### config.mk
export PLATFORM = sky130hd
export DESIGN_NAME = pmc_ctrl
export DESIGN_NICKNAME = d
export VERILOG_FILES = /design/src/common/pmc_pkg.sv /design/src/core/pmc_wake_qual.sv /design/src/core/pmc_delay_cnt.sv /design/src/core/pmc_ctrl.sv
export VERILOG_INCLUDE_DIRS = /design/src /design/src/common
export SDC_FILE = /design/constraint.sdc
export NUM_CORES = 1
export LEC_CHECK = 0
export BUFFER_PORTS_ARGS = -buffer_cell sky130_fd_sc_hd__buf_4
export CAP_MARGIN = 5
export CORE_UTILIZATION = 46
export DETAILED_ROUTE_END_ITERATION = 10
export HOLD_SLACK_MARGIN = 0.02
export PLACE_DENSITY = 0.81
export SLEW_MARGIN = 20
export SYNTH_ARGS = -nofsm -noshare
export SYNTH_HDL_FRONTEND = slang
export SYNTH_SLANG_ARGS = --single-unit
### constraint.sdc
create_clock -name sys_clk_i -period 2.5 [get_ports sys_clk_i]
set_input_delay 0.125 -clock sys_clk_i [delete_from_list [all_inputs] [get_ports sys_clk_i]]
set_output_delay 0.125 -clock sys_clk_i [all_outputs]
set_load 0.03 [all_outputs]
### src/common/pmc_map.svh
/*
 * Constants of the power mode controller: clock source codes, wake
 * source bit positions, field widths and timing counts.
 * Assumes the system clock runs at 10 MHz.
 */
`ifndef PMC_MAP_SVH
`define PMC_MAP_SVH

`define PMC_CLK_PERIOD_NS 100
`define PMC_IRC_FREQ_KHZ  12000

// clock source select codes
`define PMC_SRC_W      3
`define PMC_SRC_IRC    3'h0
`define PMC_SRC_LPOSC  3'h1
`define PMC_SRC_CLKIN  3'h2
`define PMC_SRC_RTC32K 3'h3
`define PMC_SRC_PLL    3'h4

// wake source bit positions
`define PMC_WAKE_W  6
`define PMC_WK_PIN  0
`define PMC_WK_RTC  1
`define PMC_WK_UTK  2
`define PMC_WK_WDT  3
`define PMC_WK_BOD  4
`define PMC_WK_SER  5

`define PMC_PERIPH_W  8
`define PMC_WDT_CFG_W 8
`define PMC_CNT_W     8

// settle times in ns, least times so rounded up to cycles
`define PMC_WAKE_DS_NS 2000
`define PMC_WAKE_PD_NS 10000
`define PMC_PRST_NS    500
`define PMC_WAKE_DS_CYC \
  ((`PMC_WAKE_DS_NS + `PMC_CLK_PERIOD_NS - 1) / `PMC_CLK_PERIOD_NS)
`define PMC_WAKE_PD_CYC \
  ((`PMC_WAKE_PD_NS + `PMC_CLK_PERIOD_NS - 1) / `PMC_CLK_PERIOD_NS)
`define PMC_PRST_CYC \
  ((`PMC_PRST_NS + `PMC_CLK_PERIOD_NS - 1) / `PMC_CLK_PERIOD_NS)

`define PMC_BOOT_ADDR 32'h0000_0000
`define PMC_SWD_RST   1'h1

`endif

### src/common/pmc_pkg.sv
/*
 * Types of the power mode controller: modes, states and the packed
 * state records of the delay counter and the controller.
 * Assumes pmc_map.svh is on the include path.
 */
`include "pmc_map.svh"

package pmc_pkg;

  typedef enum logic [1:0] {
    PMC_MD_SLEEP  = 2'b00,
    PMC_MD_DSLEEP = 2'b01,
    PMC_MD_PDOWN  = 2'b10,
    PMC_MD_DPD    = 2'b11
  } pmc_mode_t;

  typedef enum logic [2:0] {
    PMC_RUN    = 3'b000,
    PMC_SLEEP  = 3'b001,
    PMC_DSLEEP = 3'b010,
    PMC_PDOWN  = 3'b011,
    PMC_DPD    = 3'b100,
    PMC_WAKE   = 3'b101,
    PMC_PRST   = 3'b110,
    PMC_BOOT   = 3'b111
  } pmc_state_t;

  typedef struct packed {
    logic [`PMC_CNT_W-1:0] cnt;
    logic                  busy;
  } pmc_cnt_st_t;

  typedef struct packed {
    pmc_state_t                state;
    logic [`PMC_SRC_W-1:0]     clk_src;
    logic                      pll_en;
    logic                      bod_flag;
    logic                      bod_irq;
    logic                      chip_rst;
    logic                      wdt_lock;
    logic [`PMC_WDT_CFG_W-1:0] wdt_cfg;
    logic                      wdt_rej;
    logic                      swd_sel;
    logic                      strap_done;
    logic                      in_system_programming;
    logic                      boot_start;
    logic                      dbg_halt;
  } pmc_ctrl_st_t;

endpackage

### src/core/pmc_wake_qual.sv
/*
 * Wake source qualifier: a source counts only when enabled in both
 * the system configuration unit and the processor interrupt controller.
 * Assumes sources are levels synchronous to the system clock.
 */
`timescale 1ns/10ps
`include "pmc_map.svh"

module pmc_wake_qual
  import pmc_pkg::*;
#(
  parameter int W = `PMC_WAKE_W
) (
  input  wire logic [W-1:0] src_i,     // raw wake requests
  input  wire logic [W-1:0] sys_en_i,  // system config wake enables
  input  wire logic [W-1:0] irq_en_i,  // interrupt controller enables
  output logic              any_o      // some qualified source active
);

  assign any_o = |(src_i & sys_en_i & irq_en_i);

endmodule // pmc_wake_qual

### src/core/pmc_delay_cnt.sv
/*
 * One-shot down counter: busy for load_i cycles after start_i,
 * done_o marks the last busy cycle.
 * Assumes load_i is at least one.
 */
`timescale 1ns/10ps
`include "pmc_map.svh"

module pmc_delay_cnt
  import pmc_pkg::*;
(
  input  wire logic                  sys_clk_i, // system clock
  input  wire logic                  nrst_i,    // async reset, low
  input  wire logic                  start_i,   // start pulse
  input  wire logic [`PMC_CNT_W-1:0] load_i,    // cycles to count
  output logic                       busy_o,    // counting
  output logic                       done_o     // last cycle pulse
);

  pmc_cnt_st_t st_r;
  pmc_cnt_st_t st_nxt;

  always_comb begin
    st_nxt = st_r;
    if (start_i) begin
      st_nxt.cnt  = load_i;
      st_nxt.busy = 1'b1;
    end else if (st_r.busy) begin
      st_nxt.cnt  = st_r.cnt - `PMC_CNT_W'(1);
      st_nxt.busy = (st_r.cnt != `PMC_CNT_W'(1));
    end
  end

  always_ff @(posedge sys_clk_i or negedge nrst_i) begin
    if (!nrst_i) begin
      st_r <= '0;
    end else begin
      st_r <= st_nxt;
    end
  end

  assign busy_o = st_r.busy;
  assign done_o = st_r.busy && (st_r.cnt == `PMC_CNT_W'(1));

endmodule // pmc_delay_cnt

### src/core/pmc_ctrl.sv
/*
 * Power mode controller: clock source and PLL enable, the four low
 * power modes, wake-up, brownout flag and reset, watchdog lock,
 * debug system reset, debug pin default and programming entry strap.
 * Assumes all inputs are synchronous to sys_clk_i and that nrst_i
 * is the chip reset, also driven by the reset pin.
 */
// Behaviour
// reset selects internal RC oscillator as clock
// software enables and disables the PLL
// sleep gates core and unused peripheral clocks
// sleep resumes on interrupt or reset
// low power modes retain state, hold pins; retain_o, pin_hold_o stay low in deep power-down
// deep-sleep stops clocks except optional 32k, lposc
// deep-sleep wakes on listed event set
// serial wake sources configured as slaves
// wake needs system and controller enable
// power-down stops clocks, flash, analog; brownout optional
// power-down wakes on same set, slower
// deep power-down wakes by reset or RTC
// brownout flag, interrupt and reset thresholds
// enabled watchdog configuration locked until reset
// debug reset: peripherals, boot, address zero, halt
// debug pins default to serial wire debug
// low programming pin at reset enters programming
// wake restores clocks before releasing processor
`timescale 1ns/10ps
`include "pmc_map.svh"

module pmc_ctrl
  import pmc_pkg::*;
(
  input  wire logic                     sys_clk_i,     // 10 MHz clock
  input  wire logic                     nrst_i,        // async reset
  input  wire logic                     clk_sel_wr_i,  // clock sel write
  input  wire logic [`PMC_SRC_W-1:0]    clk_sel_i,     // clock sel data
  input  wire logic                     pll_wr_i,      // pll enable write
  input  wire logic                     pll_en_i,      // pll enable data
  input  wire logic                     sleep_enter_i, // core waits
  input  wire logic [1:0]               mode_sel_i,    // pmc_mode_t
  input  wire logic                     irq_pend_i,    // any core irq
  input  wire logic [`PMC_PERIPH_W-1:0] periph_use_i,  // in use in sleep
  input  wire logic                     keep_32k_i,    // keep 32k clock
  input  wire logic                     keep_lposc_i,  // keep lp osc
  input  wire logic                     keep_bod_i,    // keep brownout
  input  wire logic [`PMC_WAKE_W-1:0]   wake_src_i,    // wake requests
  input  wire logic [`PMC_WAKE_W-1:0]   wake_en_i,     // sys wake enable
  input  wire logic [`PMC_WAKE_W-1:0]   irq_en_i,      // ctrl irq enable
  input  wire logic                     supply_low_i,  // fixed level trip
  input  wire logic                     bod_clr_i,     // clear flag
  input  wire logic                     bod_irq_en_i,  // flag irq enable
  input  wire logic                     bod_thr_i,     // selected level
  input  wire logic                     bod_thr_irq_i, // thr irq enable
  input  wire logic                     bod_rst_en_i,  // thr reset enable
  input  wire logic                     wdt_wr_i,      // wdt config write
  input  wire logic [`PMC_WDT_CFG_W-1:0] wdt_cfg_i,    // wdt config data
  input  wire logic                     wdt_en_set_i,  // enable with write
  input  wire logic                     dbg_debug_system_reset_request_i,  // debug reset req
  input  wire logic                     boot_done_i,   // boot code done
  input  wire logic                     dbg_halted_i,  // core halted
  input  wire logic                     pin_mux_wr_i,  // debug pin write
  input  wire logic                     pin_mux_swd_i, // 1: debug func
  input  wire logic                     isp_entry_n_i, // programming pin
  input  wire logic                     isp_samp_dis_i,// sampling off
  output logic [`PMC_SRC_W-1:0]         clk_src_o,     // clock source
  output logic                          pll_en_o,      // pll running
  output logic                          core_clk_en_o, // core clock
  output logic                          cpu_run_o,     // core released
  output logic [`PMC_PERIPH_W-1:0]      periph_clk_en_o, // periph clocks
  output logic                          clk_src_en_o,  // main sources on
  output logic                          osc32k_en_o,   // 32 kHz clock
  output logic                          lposc_en_o,    // low power osc
  output logic                          analog_en_o,   // analog blocks
  output logic                          flash_stby_o,  // flash standby
  output logic                          flash_off_o,   // flash off
  output logic                          bod_en_o,      // brownout on
  output logic                          retain_o,      // hold contents
  output logic                          pin_hold_o,    // pins static
  output logic                          dpd_off_o,     // main power off
  output logic                          bod_flag_o,    // brownout flag
  output logic                          bod_irq_o,     // brownout irq
  output logic                          chip_rst_o,    // chip reset req
  output logic                          wdt_lock_o,    // watchdog locked
  output logic [`PMC_WDT_CFG_W-1:0]     wdt_cfg_o,     // wdt config
  output logic                          wdt_rej_o,     // write refused
  output logic                          periph_rst_o,  // periph reset
  output logic                          boot_start_o,  // run boot code
  output logic [31:0]                   restart_addr_o,// restart address
  output logic                          dbg_halt_o,    // halt at entry
  output logic                          swd_sel_o,     // debug pin func
  output logic                          isp_mode_o     // programming
);

  // ****************************************
  // wake qualification and counters
  // ****************************************
  pmc_ctrl_st_t            st_r;
  pmc_ctrl_st_t            st_nxt;
  logic                    wake_any;
  logic                    rtc_wake;
  logic                    wcnt_start;
  logic [`PMC_CNT_W-1:0]   wcnt_load;
  logic                    wcnt_done;
  logic                    pcnt_start;
  logic                    pcnt_done;
  logic                    deep;

  pmc_wake_qual #(
    .W (`PMC_WAKE_W)
  ) u_wake_qual (
    .src_i    (wake_src_i),
    .sys_en_i (wake_en_i),
    .irq_en_i (irq_en_i),
    .any_o    (wake_any)
  );

  // controller is unpowered in deep power-down, only the system enable
  assign rtc_wake = wake_src_i[`PMC_WK_RTC] & wake_en_i[`PMC_WK_RTC];

  pmc_delay_cnt u_wake_cnt (
    .sys_clk_i (sys_clk_i),
    .nrst_i    (nrst_i),
    .start_i   (wcnt_start),
    .load_i    (wcnt_load),
    .busy_o    (),
    .done_o    (wcnt_done)
  );

  pmc_delay_cnt u_prst_cnt (
    .sys_clk_i (sys_clk_i),
    .nrst_i    (nrst_i),
    .start_i   (pcnt_start),
    .load_i    (`PMC_CNT_W'(`PMC_PRST_CYC)),
    .busy_o    (),
    .done_o    (pcnt_done)
  );

  // ****************************************
  // next state
  // ****************************************
  always_comb begin
    st_nxt = st_r;
    st_nxt.boot_start = 1'b0;
    st_nxt.wdt_rej    = 1'b0;
    wcnt_start = 1'b0;
    wcnt_load  = `PMC_CNT_W'(`PMC_WAKE_DS_CYC);
    pcnt_start = 1'b0;
    // strap caught once, on the first edge after release
    if (!st_r.strap_done) begin
      st_nxt.strap_done = 1'b1;
      st_nxt.in_system_programming = !isp_entry_n_i && !isp_samp_dis_i;
    end
    if (clk_sel_wr_i && (clk_sel_i <= `PMC_SRC_PLL)) begin
      st_nxt.clk_src = clk_sel_i;
    end
    if (pll_wr_i) begin
      st_nxt.pll_en = pll_en_i;
    end
    if (pin_mux_wr_i) begin
      st_nxt.swd_sel = pin_mux_swd_i;
    end
    // set wins over clear
    st_nxt.bod_flag = supply_low_i | (st_r.bod_flag & ~bod_clr_i);
    st_nxt.bod_irq  = (st_r.bod_flag & bod_irq_en_i)
                    | (bod_thr_i & bod_thr_irq_i);
    st_nxt.chip_rst = st_r.chip_rst | (bod_thr_i & bod_rst_en_i);
    if (wdt_wr_i) begin
      if (st_r.wdt_lock) begin
        st_nxt.wdt_rej = 1'b1;
      end else begin
        st_nxt.wdt_cfg  = wdt_cfg_i;
        st_nxt.wdt_lock = wdt_en_set_i;
      end
    end
    if (dbg_halted_i) begin
      st_nxt.dbg_halt = 1'b0;
    end
    case (st_r.state)
      PMC_RUN: begin
        if (dbg_debug_system_reset_request_i) begin
          st_nxt.state = PMC_PRST;
          pcnt_start   = 1'b1;
        end else if (sleep_enter_i) begin
          case (pmc_mode_t'(mode_sel_i))
            PMC_MD_SLEEP:  st_nxt.state = PMC_SLEEP;
            PMC_MD_DSLEEP: st_nxt.state = PMC_DSLEEP;
            PMC_MD_PDOWN:  st_nxt.state = PMC_PDOWN;
            PMC_MD_DPD:    st_nxt.state = PMC_DPD;
            default:       st_nxt.state = PMC_RUN;
          endcase
        end
      end
      PMC_SLEEP: begin
        // clocks never stopped, so only the core and unused peripheral clocks come back
        if (irq_pend_i) begin
          st_nxt.state = PMC_RUN;
        end
      end
      PMC_DSLEEP: begin
        if (wake_any) begin
          st_nxt.state = PMC_WAKE;
          wcnt_start   = 1'b1;
        end
      end
      PMC_PDOWN: begin
        if (wake_any) begin
          st_nxt.state = PMC_WAKE;
          wcnt_start   = 1'b1;
          wcnt_load    = `PMC_CNT_W'(`PMC_WAKE_PD_CYC);
        end
      end
      PMC_DPD: begin
        // only a full chip reset leaves this state
        if (rtc_wake) begin
          st_nxt.chip_rst = 1'b1;
        end
      end
      PMC_WAKE: begin
        if (wcnt_done) begin
          st_nxt.state = PMC_RUN;
        end
      end
      PMC_PRST: begin
        if (pcnt_done) begin
          st_nxt.state      = PMC_BOOT;
          st_nxt.boot_start = 1'b1;
        end
      end
      PMC_BOOT: begin
        if (boot_done_i) begin
          st_nxt.state    = PMC_RUN;
          st_nxt.dbg_halt = 1'b1;
        end
      end
      default: st_nxt.state = PMC_RUN;
    endcase
  end

  always_ff @(posedge sys_clk_i or negedge nrst_i) begin
    if (!nrst_i) begin
      st_r         <= '0;
      st_r.clk_src <= `PMC_SRC_IRC;
      st_r.swd_sel <= `PMC_SWD_RST;
    end else begin
      st_r <= st_nxt;
    end
  end

  // ****************************************
  // outputs
  // ****************************************
  assign deep = (st_r.state == PMC_DSLEEP) || (st_r.state == PMC_PDOWN);

  assign clk_src_o     = st_r.clk_src;
  assign clk_src_en_o  = !deep && (st_r.state != PMC_DPD);
  assign pll_en_o      = st_r.pll_en && clk_src_en_o;
  assign core_clk_en_o = (st_r.state == PMC_RUN) || (st_r.state == PMC_WAKE)
                      || (st_r.state == PMC_PRST)
                      || (st_r.state == PMC_BOOT);
  assign cpu_run_o     = (st_r.state == PMC_RUN)
                      || (st_r.state == PMC_BOOT);
  assign periph_clk_en_o = (st_r.state == PMC_SLEEP) ? periph_use_i :
                           clk_src_en_o ? {`PMC_PERIPH_W{1'b1}} :
                           {`PMC_PERIPH_W{1'b0}};
  // 32 kHz lives in the always-on domain through deep power-down
  assign osc32k_en_o   = deep ? keep_32k_i : 1'b1;
  assign lposc_en_o    = deep ? keep_lposc_i : clk_src_en_o;
  assign analog_en_o   = clk_src_en_o;
  assign flash_stby_o  = (st_r.state == PMC_DSLEEP);
  assign flash_off_o   = (st_r.state == PMC_PDOWN)
                      || (st_r.state == PMC_DPD);
  assign bod_en_o      = deep ? keep_bod_i : clk_src_en_o;
  assign retain_o      = deep || (st_r.state == PMC_SLEEP);
  assign pin_hold_o    = retain_o;
  assign dpd_off_o     = (st_r.state == PMC_DPD);
  assign bod_flag_o    = st_r.bod_flag;
  assign bod_irq_o     = st_r.bod_irq;
  assign chip_rst_o    = st_r.chip_rst;
  assign wdt_lock_o    = st_r.wdt_lock;
  assign wdt_cfg_o     = st_r.wdt_cfg;
  assign wdt_rej_o     = st_r.wdt_rej;
  assign periph_rst_o  = (st_r.state == PMC_PRST);
  assign boot_start_o  = st_r.boot_start;
  assign restart_addr_o = `PMC_BOOT_ADDR;
  assign dbg_halt_o    = st_r.dbg_halt;
  assign swd_sel_o     = st_r.swd_sel;
  assign isp_mode_o    = st_r.in_system_programming;
endmodule // pmc_ctrl

# Yosys cells after proc, flatten, opt, wreduce, memory -nomap -nowiden
# Cells that the tools add are included.
# word_totals
ff_bits	43
input_bits	64
# classes
addsub	2
n_reduce_logical	25
magnitude_cmp	1
bitwise_logic	12
mux	34
eq_ne	21
# ops
op	n
$mux W9	5
$mux W3	7
$pmux W3 S6	1
$eq A8 B1 Y1 const B	2
$mux W1	16
$mux W8	2
$ne A8 B1 Y1 const B	2
$sub A8 B1 Y8 const B	2
$mux W7	2
$and A6 B6 Y6	2
$eq A3 B3 Y1 const B	4
$pmux W3 S4	1
$logic_or A1 B1 Y1	7
$reduce_and A7 Y1	1
$eq A3 B2 Y1 const B	2
$logic_and A1 B1 Y1	6
$ne A2 B1 Y1 const B	3
$ne A3 B3 Y1 const B	2
$reduce_bool A6 Y1	1
$reduce_or A6 Y1	1
$and A1 B1 Y1	5
$eq A2 B2 Y1 const B	2
$ne A2 B2 Y1 const B	2
$reduce_bool A2 Y1	2
10 further kinds	15

# Depth between registers and ports, before layout
# Gate-level depths: netlist of the first run.
# logic_depth
ltp_word	6
depth_mapped	7
mapped_depth_nobuf	7

# Cells and area by module
# Synthesis of the first run repeated with hierarchy kept, for this count alone.
# unflattened
cells_unflattened	329
area_unflattened_um2	2846.5
# modules_own_cells
mod	area_per_inst_um2	cells_each	instances	seq_area_each_um2
pmc_ctrl	1715.4	202	1	626.9
pmc_delay_cnt	544.3	60	2	225.2
pmc_wake_qual	42.5	7	1	0.0

# Worst setup path after synthesis of the first run
# No wires, ideal clock.
# synth_timing
path_type	register to output
startpoint	register st_r[23] (netlist name)
endpoint	output port clk_src_en_o
n_path_buf	3
setup_slack_ns	0.365
arrival_time_ns	2.010
required_ns	2.375
stages_incl_launch_ff	8
path_cell_list	dfrtp_1 buf_2 nor2_1 nand2_1 inv_1 clkbuf_1 nor2_1 buf_4
# synth_via
elab_chain_cells	4
elab_cells_between_ends	6
classes_between	3 x eq/ne; 3 x reduce/logical
# synth_rtl
element	line_no	source
start: declaration	pmc_ctrl.sv:97	pmc_ctrl_st_t st_r;
start signal: assignment	pmc_ctrl.sv:245	st_r <= st_nxt;
$eq A3 B2 Y1	pmc_ctrl.sv:252	assign deep = (st_r.state == PMC_DSLEEP) || (st_r.state == PMC_PDOWN);
$logic_or A1 B1 Y1	pmc_ctrl.sv:252	
$logic_not A1 Y1	pmc_ctrl.sv:255	assign clk_src_en_o = !deep && (st_r.state != PMC_DPD);
$logic_and A1 B1 Y1 (*)	pmc_ctrl.sv:255	
end: declaration	pmc_ctrl.sv:70	output logic clk_src_en_o,
# Mark *: on every way between the ends. The rest lies on a longest branch, timed or not.

# Final worst setup path of the first run
# layout_timing
startpoint	register st_r[22] (netlist name)
endpoint	output port clk_src_en_o
# The elaborated chain is that of the path after synthesis.

==> impl_metrics.py, run 1 <==
metrics = {
    "clocking": {
        "cts_buffers": 5,
        "cts_tree": "built",
        "cts_max_level": 2,
        "root_buffer": "clkbuf_8",
        "path_clk_slew_ns": 0.08,
        "insertion_delay_ns": 0.29,
        "cts_resized": 0,
        "ctsHoldBuffers": 5,
        "post_cts_buffers": 0,
        "cts_sinks": 43,
        "clockBufferDepth": 2,
    },
    "global_route": {
        "antenna_found_initial": 0,
        "grt_pass1_wl_um": 9480,
        "grt.met1_usage_pct": 22.8,
        "grt_use_met2_pct": 36.8,
        "top_usage_layer": "met2",
        "grt_use_met3_pct": 4.94,
        "grt_overflow": 0,
        "grt_pass1_vias": 2115,
        "grtUsageTotal_pct": 20.2,
        "grt_max_degree": 44,
    },
    "floorplan": {
        "core_mm2": 0.00551,
        "initial_core_util_pct": 47.7,
        "die_width_um": 77.6,
        "pin_count": 138,
        "die_h_um": 77.6,
        "rows": 27,
        "die_area_mm2": 0.00602,
    },
    "route": {
        "vias_per_cell": 4.77,
        "drtIter0Drc": 85,
        "dr.pass1.iters": 4,
        "wirelength_um": 5800,
        "drc": 0,
        "drtAntennaViolNets": 0,
        "detail_route.wl_per_cell_um": 12.5,
        "vias": 2203,
    },
    "place": {
        "place.detailed.hpwl_um": 4530,
        "port-buffer-count": 105,
        "pre_cts_ws_ns": 0.715,
        "gp_congestion": 0.828,
    },
    "yosys": {
        "synth-main-ff-cell": "dfrtp_1",
        "synth-seq-cells": 43,
        "yosys_warnings": 0,
        "synthCells": 293,
        "ys_seq_area_share_pct": 41.0,
        "synthDistinctLibCells": 45,
        "synth_edf_count": 0,
        "synth-async-reset-ratio_pct": 100,
        "synthesis.area_mm2": 0.00263,
        "syn_avg_cell_area_um2": 8.96,
    },
    "cells_and_area": {
        "fill_cells": 464,
        "diodes": 0,
        "utilization_pct": 62.1,
        "layout_common_cells": "buf_4, dfrtp_1, nor2_1",
        "area_growth_pct": 30.2,
        "final_common_cell": "buf_4",
        "fin_nets": 460,
        "multi_input_area_mm2": 0.00120,
        "regArea_mm2": 0.00108,
        "drive_above_1_share_pct": 33.8,
    },
    "timing": {
        "rsz0062_at_grt": "no",
        "fin_crit_ns": 2.10,
        "max_slew.worst_pin.slew_ns": 0.690,
        "max_freq_ghz": 0.476,
        "slew_headroom_pct": 53.9,
        "holdWs_ns": 0.0389,
        "post-route-period-util_pct": 84.0,
        "hold_violations": 0,
        "setup-violations-final": 0,
        "slew_violations": 0,
        "fin_skew_ns": 0.00318,
        "setup-tns-final_ns": 0,
        "finalWorstSetupSlack_ns": 0.400,
    },
    "critical_path": {
        "path_class": "reg2out",
        "crit_slowest_cell": "dfrtp_1",
        "crit_end": "clk_src_en_o",
        "cp_slowest_stage_delay_ns": 0.47,
        "r2r_cells": 5,
        "cp.arrival_ns": 1.97,
        "cp.required_ns": 2.38,
        "r2r-end": "st_r[22]",
        "cpMostUsedCell": "nor2_1",
        "crit_path_start": "st_r[22]",
        "path_max_fanout": 12,
        "startpoint_type": "register",
        "r2r_slack_ns": 0.73,
        "cp_cell_sequence": "nor2_1, nand2_1, inv_1, nor2_1, buf_4",
        "r2r_start": "u_wake_cnt.st_r[5]",
        "worstSetupEndpointType": "output port",
    },
    "flow_run": {
        "max_cap_viol_count": 0,
    },
    "outcome": {
        "outcome": "complete, no violations",
    },
    "power": {
        "peakVddDrop_v": 0.00130,
        "power.leakage_uw": 0.00175,
        "power-per-cell-area_mw_per_mm2": 1170,
        "power_uw": 4000,
    },
    "worst_hold_path": {
        "hp-class": "in2reg",
    },
}
## worst min path at each step
stage                     slack (ns)  cells after the start            to          from
after global placement          0.14                      1  boot_start_o        nrst_i
after CTS                       0.03                      2  clk_src_o[0]  clk_sel_wr_i
after global routing            0.03                      2  clk_src_o[1]  clk_sel_wr_i
after floorplan                -0.17                      0    bod_flag_o        nrst_i
final                           0.04                      2  clk_src_o[0]  clk_sel_wr_i
after detailed placement        0.15                      1  wdt_cfg_o[0]        nrst_i
## synth_stat cells (2+ instances only)
master / number / area share, %
clkbuf_1: 3 / 0.43
buf_2: 3 / 0.57
nor4_1: 2 / 0.48
a21oi_1: 16 / 3.0
a21o_1: 5 / 1.4
and3_1: 4 / 0.95
nand2b_1: 6 / 1.4
nor2b_1: 4 / 0.95
nand3_1: 5 / 0.95
xor2_1: 5 / 1.7
o21ai_0: 8 / 1.5
mux2_2: 10 / 4.3
conb_1: 2 / 0.29
nand2_1: 17 / 2.4
buf_4: 46 / 13
a31oi_1: 5 / 1.2
buf_1: 2 / 0.29
o31ai_1: 2 / 0.57
dfrtp_1: 42 / 40
nor2_1: 41 / 5.9
and2_1: 2 / 0.48
ha_1: 7 / 3.3
inv_1: 23 / 3.3
nor3_1: 6 / 1.1
xnor2_1: 6 / 2.0
a211oi_1: 2 / 0.57
## area by class of cell
| cell class | count | share of cell area, % |
|---|---|---|
| Multi-Input combinational cell | 204 | 35.1 |
| Sequential cell | 43 | 31.5 |
| Timing Repair Buffer | 112 | 25.0 |
| Tap cell | 72 | 2.63 |
| Inverter | 23 | 2.52 |
| Clock buffer | 5 | 2.01 |
| Clock inverter | 3 | 1.28 |
## flip-flops by register name, summed over array words and instances, names as in the netlist
signal,cells
boot_start_o,1
wdt_rej_o,1
clk_src_o,3
chip_rst_o,1
u_wake_cnt.busy_o,1
bod_flag_o,1
u_wake_cnt.st_r,8
isp_mode_o,1
wdt_lock_o,1
wdt_cfg_o,8
dbg_halt_o,1
swd_sel_o,1
u_prst_cnt.st_r,8
u_prst_cnt.busy_o,1
bod_irq_o,1
st_r,5
## worst max-delay path: cells and delay by family, from the launching register on
family | cells | cell delay (ns)
flip-flops | 1 | 0.47
AND/OR/NAND/NOR | 3 | 0.68
buffers and inverters | 2 | 0.54
## per-layer routing
metal / up-vias / wire [um]
met5: - / 0
met4: 0 / 66
met3: 5 / 432
met2: 99 / 2880
met1: 1021 / 2420
li1: 1078 / -
## kinds of logic after synthesis
logic type / Yosys count / share of synthesized area [%]
buffers and inverters: 77 / 17.7
AND/OR/NAND/NOR: 95 / 17.8
AO/OA/AOI/OAI: 47 / 11.5
XOR/XNOR: 11 / 3.67
adder cells (fa/ha/maj): 7 / 3.33
multiplexers: 11 / 4.67
other: 2 / 0.286
flip-flops: 43 / 41.0
## through the flow
step | cells | area (um^2)
global route | 462 | 3420
CTS | 462 | 3420
global placement | 449 | 3260
floorplan | 324 | 2740
finish | 462 | 3420
detailed placement | 449 | 3260
## report_power, final
group | internal [uW] | switching (uW)
Sequential | 914 | 244
Clock | 297 | 237
Combinational | 891 | 1410
Power figures use the tool's default switching activity.
==> inputs of run 2 (changes only) <==
==> constraint.sdc (replaced) <==
create_clock -name sys_clk_i -period 2.2 [get_ports sys_clk_i]
set_input_delay 0.11 -clock sys_clk_i [delete_from_list [all_inputs] [get_ports sys_clk_i]]
set_output_delay 0.11 -clock sys_clk_i [all_outputs]
set_load 0.03 [all_outputs]
==> run 2 against run 1 <==
Final cell count increased by 0.65%. Critical path type unchanged. Largest cell class unchanged. Combinational power rose by 13%. Total power is 16% higher. Count of clock-buffer cells in the layout is the same. Final area rose by 1.7%. Utilization up 1.0 points. Critical endpoint is now analog_en_o.
==> impl_metrics.py, run 2 (same netlist as run 1, synthesis figures left out) <==
metrics = {
    "cells_and_area": {
        "regArea_mm2": 0.00108,
        "final_cells": 465,
        "fin_nets": 463,
        "multi_input_area_mm2": 0.00120,
        "fill_cells": 472,
        "layout_common_cells": "buf_4, dfrtp_1, nor2_1",
        "final_common_cell": "buf_4",
        "area_growth_pct": 32.4,
        "diodes": 0,
        "drive_above_1_share_pct": 33.8,
    },
    "critical_path": {
        "r2r-end": "st_r[22]",
        "path_max_fanout": 12,
        "startpoint_type": "register",
        "cp.required_ns": 2.09,
        "r2r_start": "u_wake_cnt.st_r[5]",
        "worstSetupEndpointType": "output port",
        "r2r_cells": 5,
        "cp.arrival_ns": 1.88,
        "path_class": "reg2out",
        "r2r_slack_ns": 0.35,
    },
    "timing": {
        "finalWorstSetupSlack_ns": 0.206,
        "setup-tns-final_ns": 0,
        "slew_violations": 0,
        "post-route-period-util_pct": 90.6,
        "holdWs_ns": 0.0418,
        "max_slew.worst_pin.slew_ns": 0.689,
        "fin_crit_ns": 1.99,
        "fin_skew_ns": 0.00456,
        "rsz0062_at_grt": "no",
        "hold_violations": 0,
        "max_freq_ghz": 0.501,
        "setup-violations-final": 0,
        "slew_headroom_pct": 53.9,
    },
    "place": {
        "place.detailed.hpwl_um": 4490,
        "port-buffer-count": 105,
        "gp_congestion": 0.859,
        "place_inst": 449,
        "pre_cts_ws_ns": 0.398,
    },
    "worst_hold_path": {
        "hp-class": "in2reg",
        "hold_start": "pll_en_i",
        "worstHoldEndpoint": "st_r[18]",
        "holdPathStages": 2,
    },
    "floorplan": {
        "die_h_um": 77.6,
        "pin_count": 138,
        "initial_core_util_pct": 47.7,
        "core_mm2": 0.00551,
        "rows": 27,
        "die_area_mm2": 0.00602,
        "die_width_um": 77.6,
    },
    "route": {
        "vias_per_cell": 4.73,
        "drc": 0,
        "detail_route.wl_per_cell_um": 12.3,
        "dr.pass1.iters": 4,
        "vias": 2200,
        "drtAntennaViolNets": 0,
        "drtIter0Drc": 65,
        "wirelength_um": 5710,
    },
    "outcome": {
        "outcome": "complete, no violations",
    },
    "power": {
        "power.leakage_uw": 0.00176,
        "power-per-cell-area_mw_per_mm2": 1340,
        "power_uw": 4650,
        "peakVddDrop_v": 0.00109,
    },
    "global_route": {
        "grt_max_degree": 44,
        "grt_overflow": 0,
        "grt_pass1_wl_um": 9210,
        "grt_pass1_vias": 2126,
        "grtUsageTotal_pct": 19.6,
        "antenna_found_initial": 0,
    },
    "flow_run": {
        "max_cap_viol_count": 0,
    },
    "clocking": {
        "insertion_delay_ns": 0.29,
        "cts_max_level": 2,
        "cts_buffers": 5,
        "cts_sinks": 43,
        "clockBufferDepth": 2,
        "post_cts_buffers": 0,
        "path_clk_slew_ns": 0.08,
        "root_buffer": "clkbuf_8",
        "cts_tree": "built",
    },
}
[run 2: worst max-delay path by stage]
stage,start,end,slack [ns],depth (start not counted)
floorplan,st_r[23],clk_src_en_o,0.08,7
global placement,u_wake_cnt.st_r[5],st_r[24],0.45,5
detailed placement,u_wake_cnt.st_r[5],st_r[22],0.40,5
CTS,st_r[22],analog_en_o,0.12,5
global route,st_r[22],clk_src_en_o,0.04,5
finish,st_r[22],analog_en_o,0.21,5
[run 2: critical path, stage by stage, from the launching register on]
cell,delay (ns)
dfrtp_1,0.47
nor2_1,0.33
nand2_1,0.24
clkinvlp_4,0.27
nor2_1,0.09
buf_4,0.19
[run 2: routing by layer]
metal / up-vias / global-route usage, % / wire length, um
met5: - / 0 / 0
met1: 1004 / 22.6 / 2340
li1: 1086 / - / -
met2: 102 / 33.9 / 2820
met4: 0 / 5.66 / 79
met3: 8 / 7.06 / 473
[run 2: final cells by class]
cell class                 instances  share of cell area [%]
multi-input combinational        204                    34.5
clock inverter                     3                    1.94
tap                               72                    2.59
inverter                          23                    2.59
sequential                        43                    31.0
timing repair buffer             115                    25.4
clock buffer                       5                    1.98
[run 2: per-stage QoR]
| step | util, % | area (um^2) |
|---|---|---|
| after global routing | 63.1 | 3480 |
| after CTS | 62.7 | 3450 |
| final | 63.1 | 3480 |
| after detailed placement | 59.1 | 3260 |
| after floorplan | - | 2740 |
| after global placement | 59.1 | 3260 |
[run 2: where the power goes]
group          internal [uW]  switching, uW
clock network            452            268
logic                   1010           1600
registers               1040            275
[run 2: repair_timing]
item	4_1_cts	5_1_grt
endpoints found under the setup margin	0	5
hold endpoints to repair	47	1
hold buffers	6	2
gates resized for setup	0	1
==> inputs of run 3 (changes only) <==
--- a/config.mk
+++ b/config.mk
@@ -11,6 +11,7 @@
 export CORE_UTILIZATION = 46
 export DETAILED_ROUTE_END_ITERATION = 10
 export HOLD_SLACK_MARGIN = 0.02
+export MAX_ROUTING_LAYER = met4
 export PLACE_DENSITY = 0.81
 export SLEW_MARGIN = 20
 export SYNTH_ARGS = -nofsm -noshare
==> constraint.sdc (replaced) <==
create_clock -name sys_clk_i -period 2 [get_ports sys_clk_i]
set_input_delay 0.1 -clock sys_clk_i [delete_from_list [all_inputs] [get_ports sys_clk_i]]
set_output_delay 0.1 -clock sys_clk_i [all_outputs]
set_load 0.03 [all_outputs]
==> run 3 against run 2 <==
Sequential share of layout area rose by 0.35 points. Non-clock buffer count is 1 higher. Wire length up 0.58%. Register-to-register slack got worse by 0.14 ns. Count of clock-buffer cells in the layout is 1 higher. Critical path depth is the same. Final area down 1.1%. Hold slack got worse by 0.0057 ns. Sequential power up 11%. Critical endpoint unchanged. Largest power group unchanged.
==> impl_metrics.py, run 3 (same netlist as run 1, synthesis figures left out) <==
metrics = {
    "critical_path": {
        "crit_path_start": "st_r[23]",
        "path_class": "reg2out",
        "cp.required_ns": 1.90,
        "path_max_fanout": 10,
        "r2r_start": "u_wake_cnt.st_r[5]",
        "worstSetupEndpointType": "output port",
        "r2r_slack_ns": 0.21,
        "r2r-end": "st_r[22]",
        "cp.arrival_ns": 1.75,
        "r2r_cells": 5,
        "startpoint_type": "register",
        "crit_end": "analog_en_o",
    },
    "place": {
        "port-buffer-count": 105,
        "place.detailed.hpwl_um": 4480,
        "gp_congestion": 0.847,
    },
    "power": {
        "power-per-cell-area_mw_per_mm2": 1420,
        "power.leakage_uw": 0.00175,
        "peakVddDrop_v": 0.00140,
    },
    "timing": {
        "setup-violations-final": 0,
        "fin_crit_ns": 1.85,
        "fin_skew_ns": 0.00282,
        "rsz0062_at_grt": "no",
        "max_slew.worst_pin.slew_ns": 0.522,
        "holdWs_ns": 0.0361,
        "slew_violations": 0,
        "slew_headroom_pct": 65.2,
        "hold_violations": 0,
        "max_freq_ghz": 0.541,
        "setup-tns-final_ns": 0,
        "post-route-period-util_pct": 92.5,
    },
    "global_route": {
        "grt_pass1_wl_um": 9550,
        "grt_overflow": 0,
        "grt_pass1_vias": 2179,
        "grt_max_degree": 44,
        "antenna_found_initial": 0,
        "grtUsageTotal_pct": 20.7,
    },
    "clocking": {
        "clockBufferDepth": 2,
        "insertion_delay_ns": 0.29,
        "cts_sinks": 43,
        "cts_tree": "built",
        "cts_max_level": 2,
        "path_clk_slew_ns": 0.08,
        "cts_buffers": 5,
        "root_buffer": "clkbuf_8",
    },
    "route": {
        "vias": 2243,
        "dr.pass1.iters": 4,
        "vias_per_cell": 4.80,
        "drtIter0Drc": 90,
        "wirelength_um": 5750,
        "detail_route.wl_per_cell_um": 12.3,
        "drc": 0,
        "drtAntennaViolNets": 0,
    },
    "flow_run": {
        "max_cap_viol_count": 0,
    },
    "worst_hold_path": {
        "hold_start": "wdt_en_set_i",
        "hp-class": "in2reg",
        "holdPathStages": 2,
    },
    "cells_and_area": {
        "drive_above_1_share_pct": 34.7,
        "utilization_pct": 62.4,
        "final_common_cell": "buf_4",
        "diodes": 0,
        "fin_nets": 465,
        "regArea_mm2": 0.00108,
        "layout_common_cells": "buf_4, dfrtp_1, nor2_1",
        "fill_cells": 447,
        "multi_input_area_mm2": 0.00120,
        "area_growth_pct": 30.9,
    },
    "floorplan": {
        "initial_core_util_pct": 47.7,
        "die_area_mm2": 0.00602,
        "die_h_um": 77.6,
        "pin_count": 138,
        "die_width_um": 77.6,
        "rows": 27,
        "core_mm2": 0.00551,
    },
    "outcome": {
        "outcome": "complete, no violations",
    },
}
run 3: changes by cell type in the layout (fill, tap and decap cells not counted), sizes merged:
cell         delta
buf             +3
bufinv          -2
clkbuf          +1
clkinv          +1
clkinvlp        +1
dlygate4sd3     -2
run 3: area by class of cell:
cell class,instances,share of cell area [%]
Clock buffer,6,2.11
Sequential cell,43,31.3
Clock inverter,2,0.364
Tap cell,72,2.62
Timing Repair Buffer,116,25.8
Multi-Input combinational cell,204,35.0
Inverter,23,2.62
Timing Repair inverter,1,0.218
run 3: worst min path at each step:
stage | slack (ns) | end
after global routing | 0.03 | wdt_lock_o
after detailed placement | 0.11 | wdt_cfg_o[3]
after CTS | 0.03 | wdt_cfg_o[2]
final | 0.04 | wdt_lock_o
after global placement | 0.11 | bod_irq_o
after floorplan | -0.20 | bod_flag_o
run 3: per-layer routing:
metal | wire [um] | global-route usage (%) | vias up
li1 | - | - | 1093
met1 | 2500 | 23.8 | 1028
met2 | 2790 | 35.5 | 114
met3 | 373 | 4.35 | 8
met4 | 85 | 7.74 | 0
met5 | 0 | - | -
run 3: stage by stage:
| step | setup WS (ns) | std cells | area (um^2) | power, uW |
|---|---|---|---|---|
| 2_1_floorplan | 0.144 | 324 | 2740 | 3550 |
| 3_3_place_gp | 0.250 | 452 | 3280 | 4270 |
| 3_5_place_dp | 0.223 | 452 | 3280 | 4330 |
| 4_1_cts | 0.0128 | 466 | 3420 | 4890 |
| 5_1_grt | 0.00776 | 467 | 3440 | 5250 |
| 6_report | 0.150 | 467 | 3440 | 4890 |
run 3: timing repair:
action / CTS / global route
resized for setup: 0 / 3
hold buffers: 6 / 0
setup buffers: 0 / 0
hold endpoints to repair: 46 / 0
endpoints found under the setup margin: 0 / 13
run 3: power by group:
part / leakage (uW) / switching (uW) / internal (uW)
registers: 0.000509 / 303 / 1140
logic: 0.00120 / 1780 / 1140
clock network: 0.0000412 / 284 / 244
run 3: worst max-delay path: stages, from the launching register on:
cell and delay [ns]:
dfrtp_1 0.48, nor2_1 0.35, nand2_2 0.21, clkinvlp_4 0.17, nor2_1 0.06, buf_4 0.19
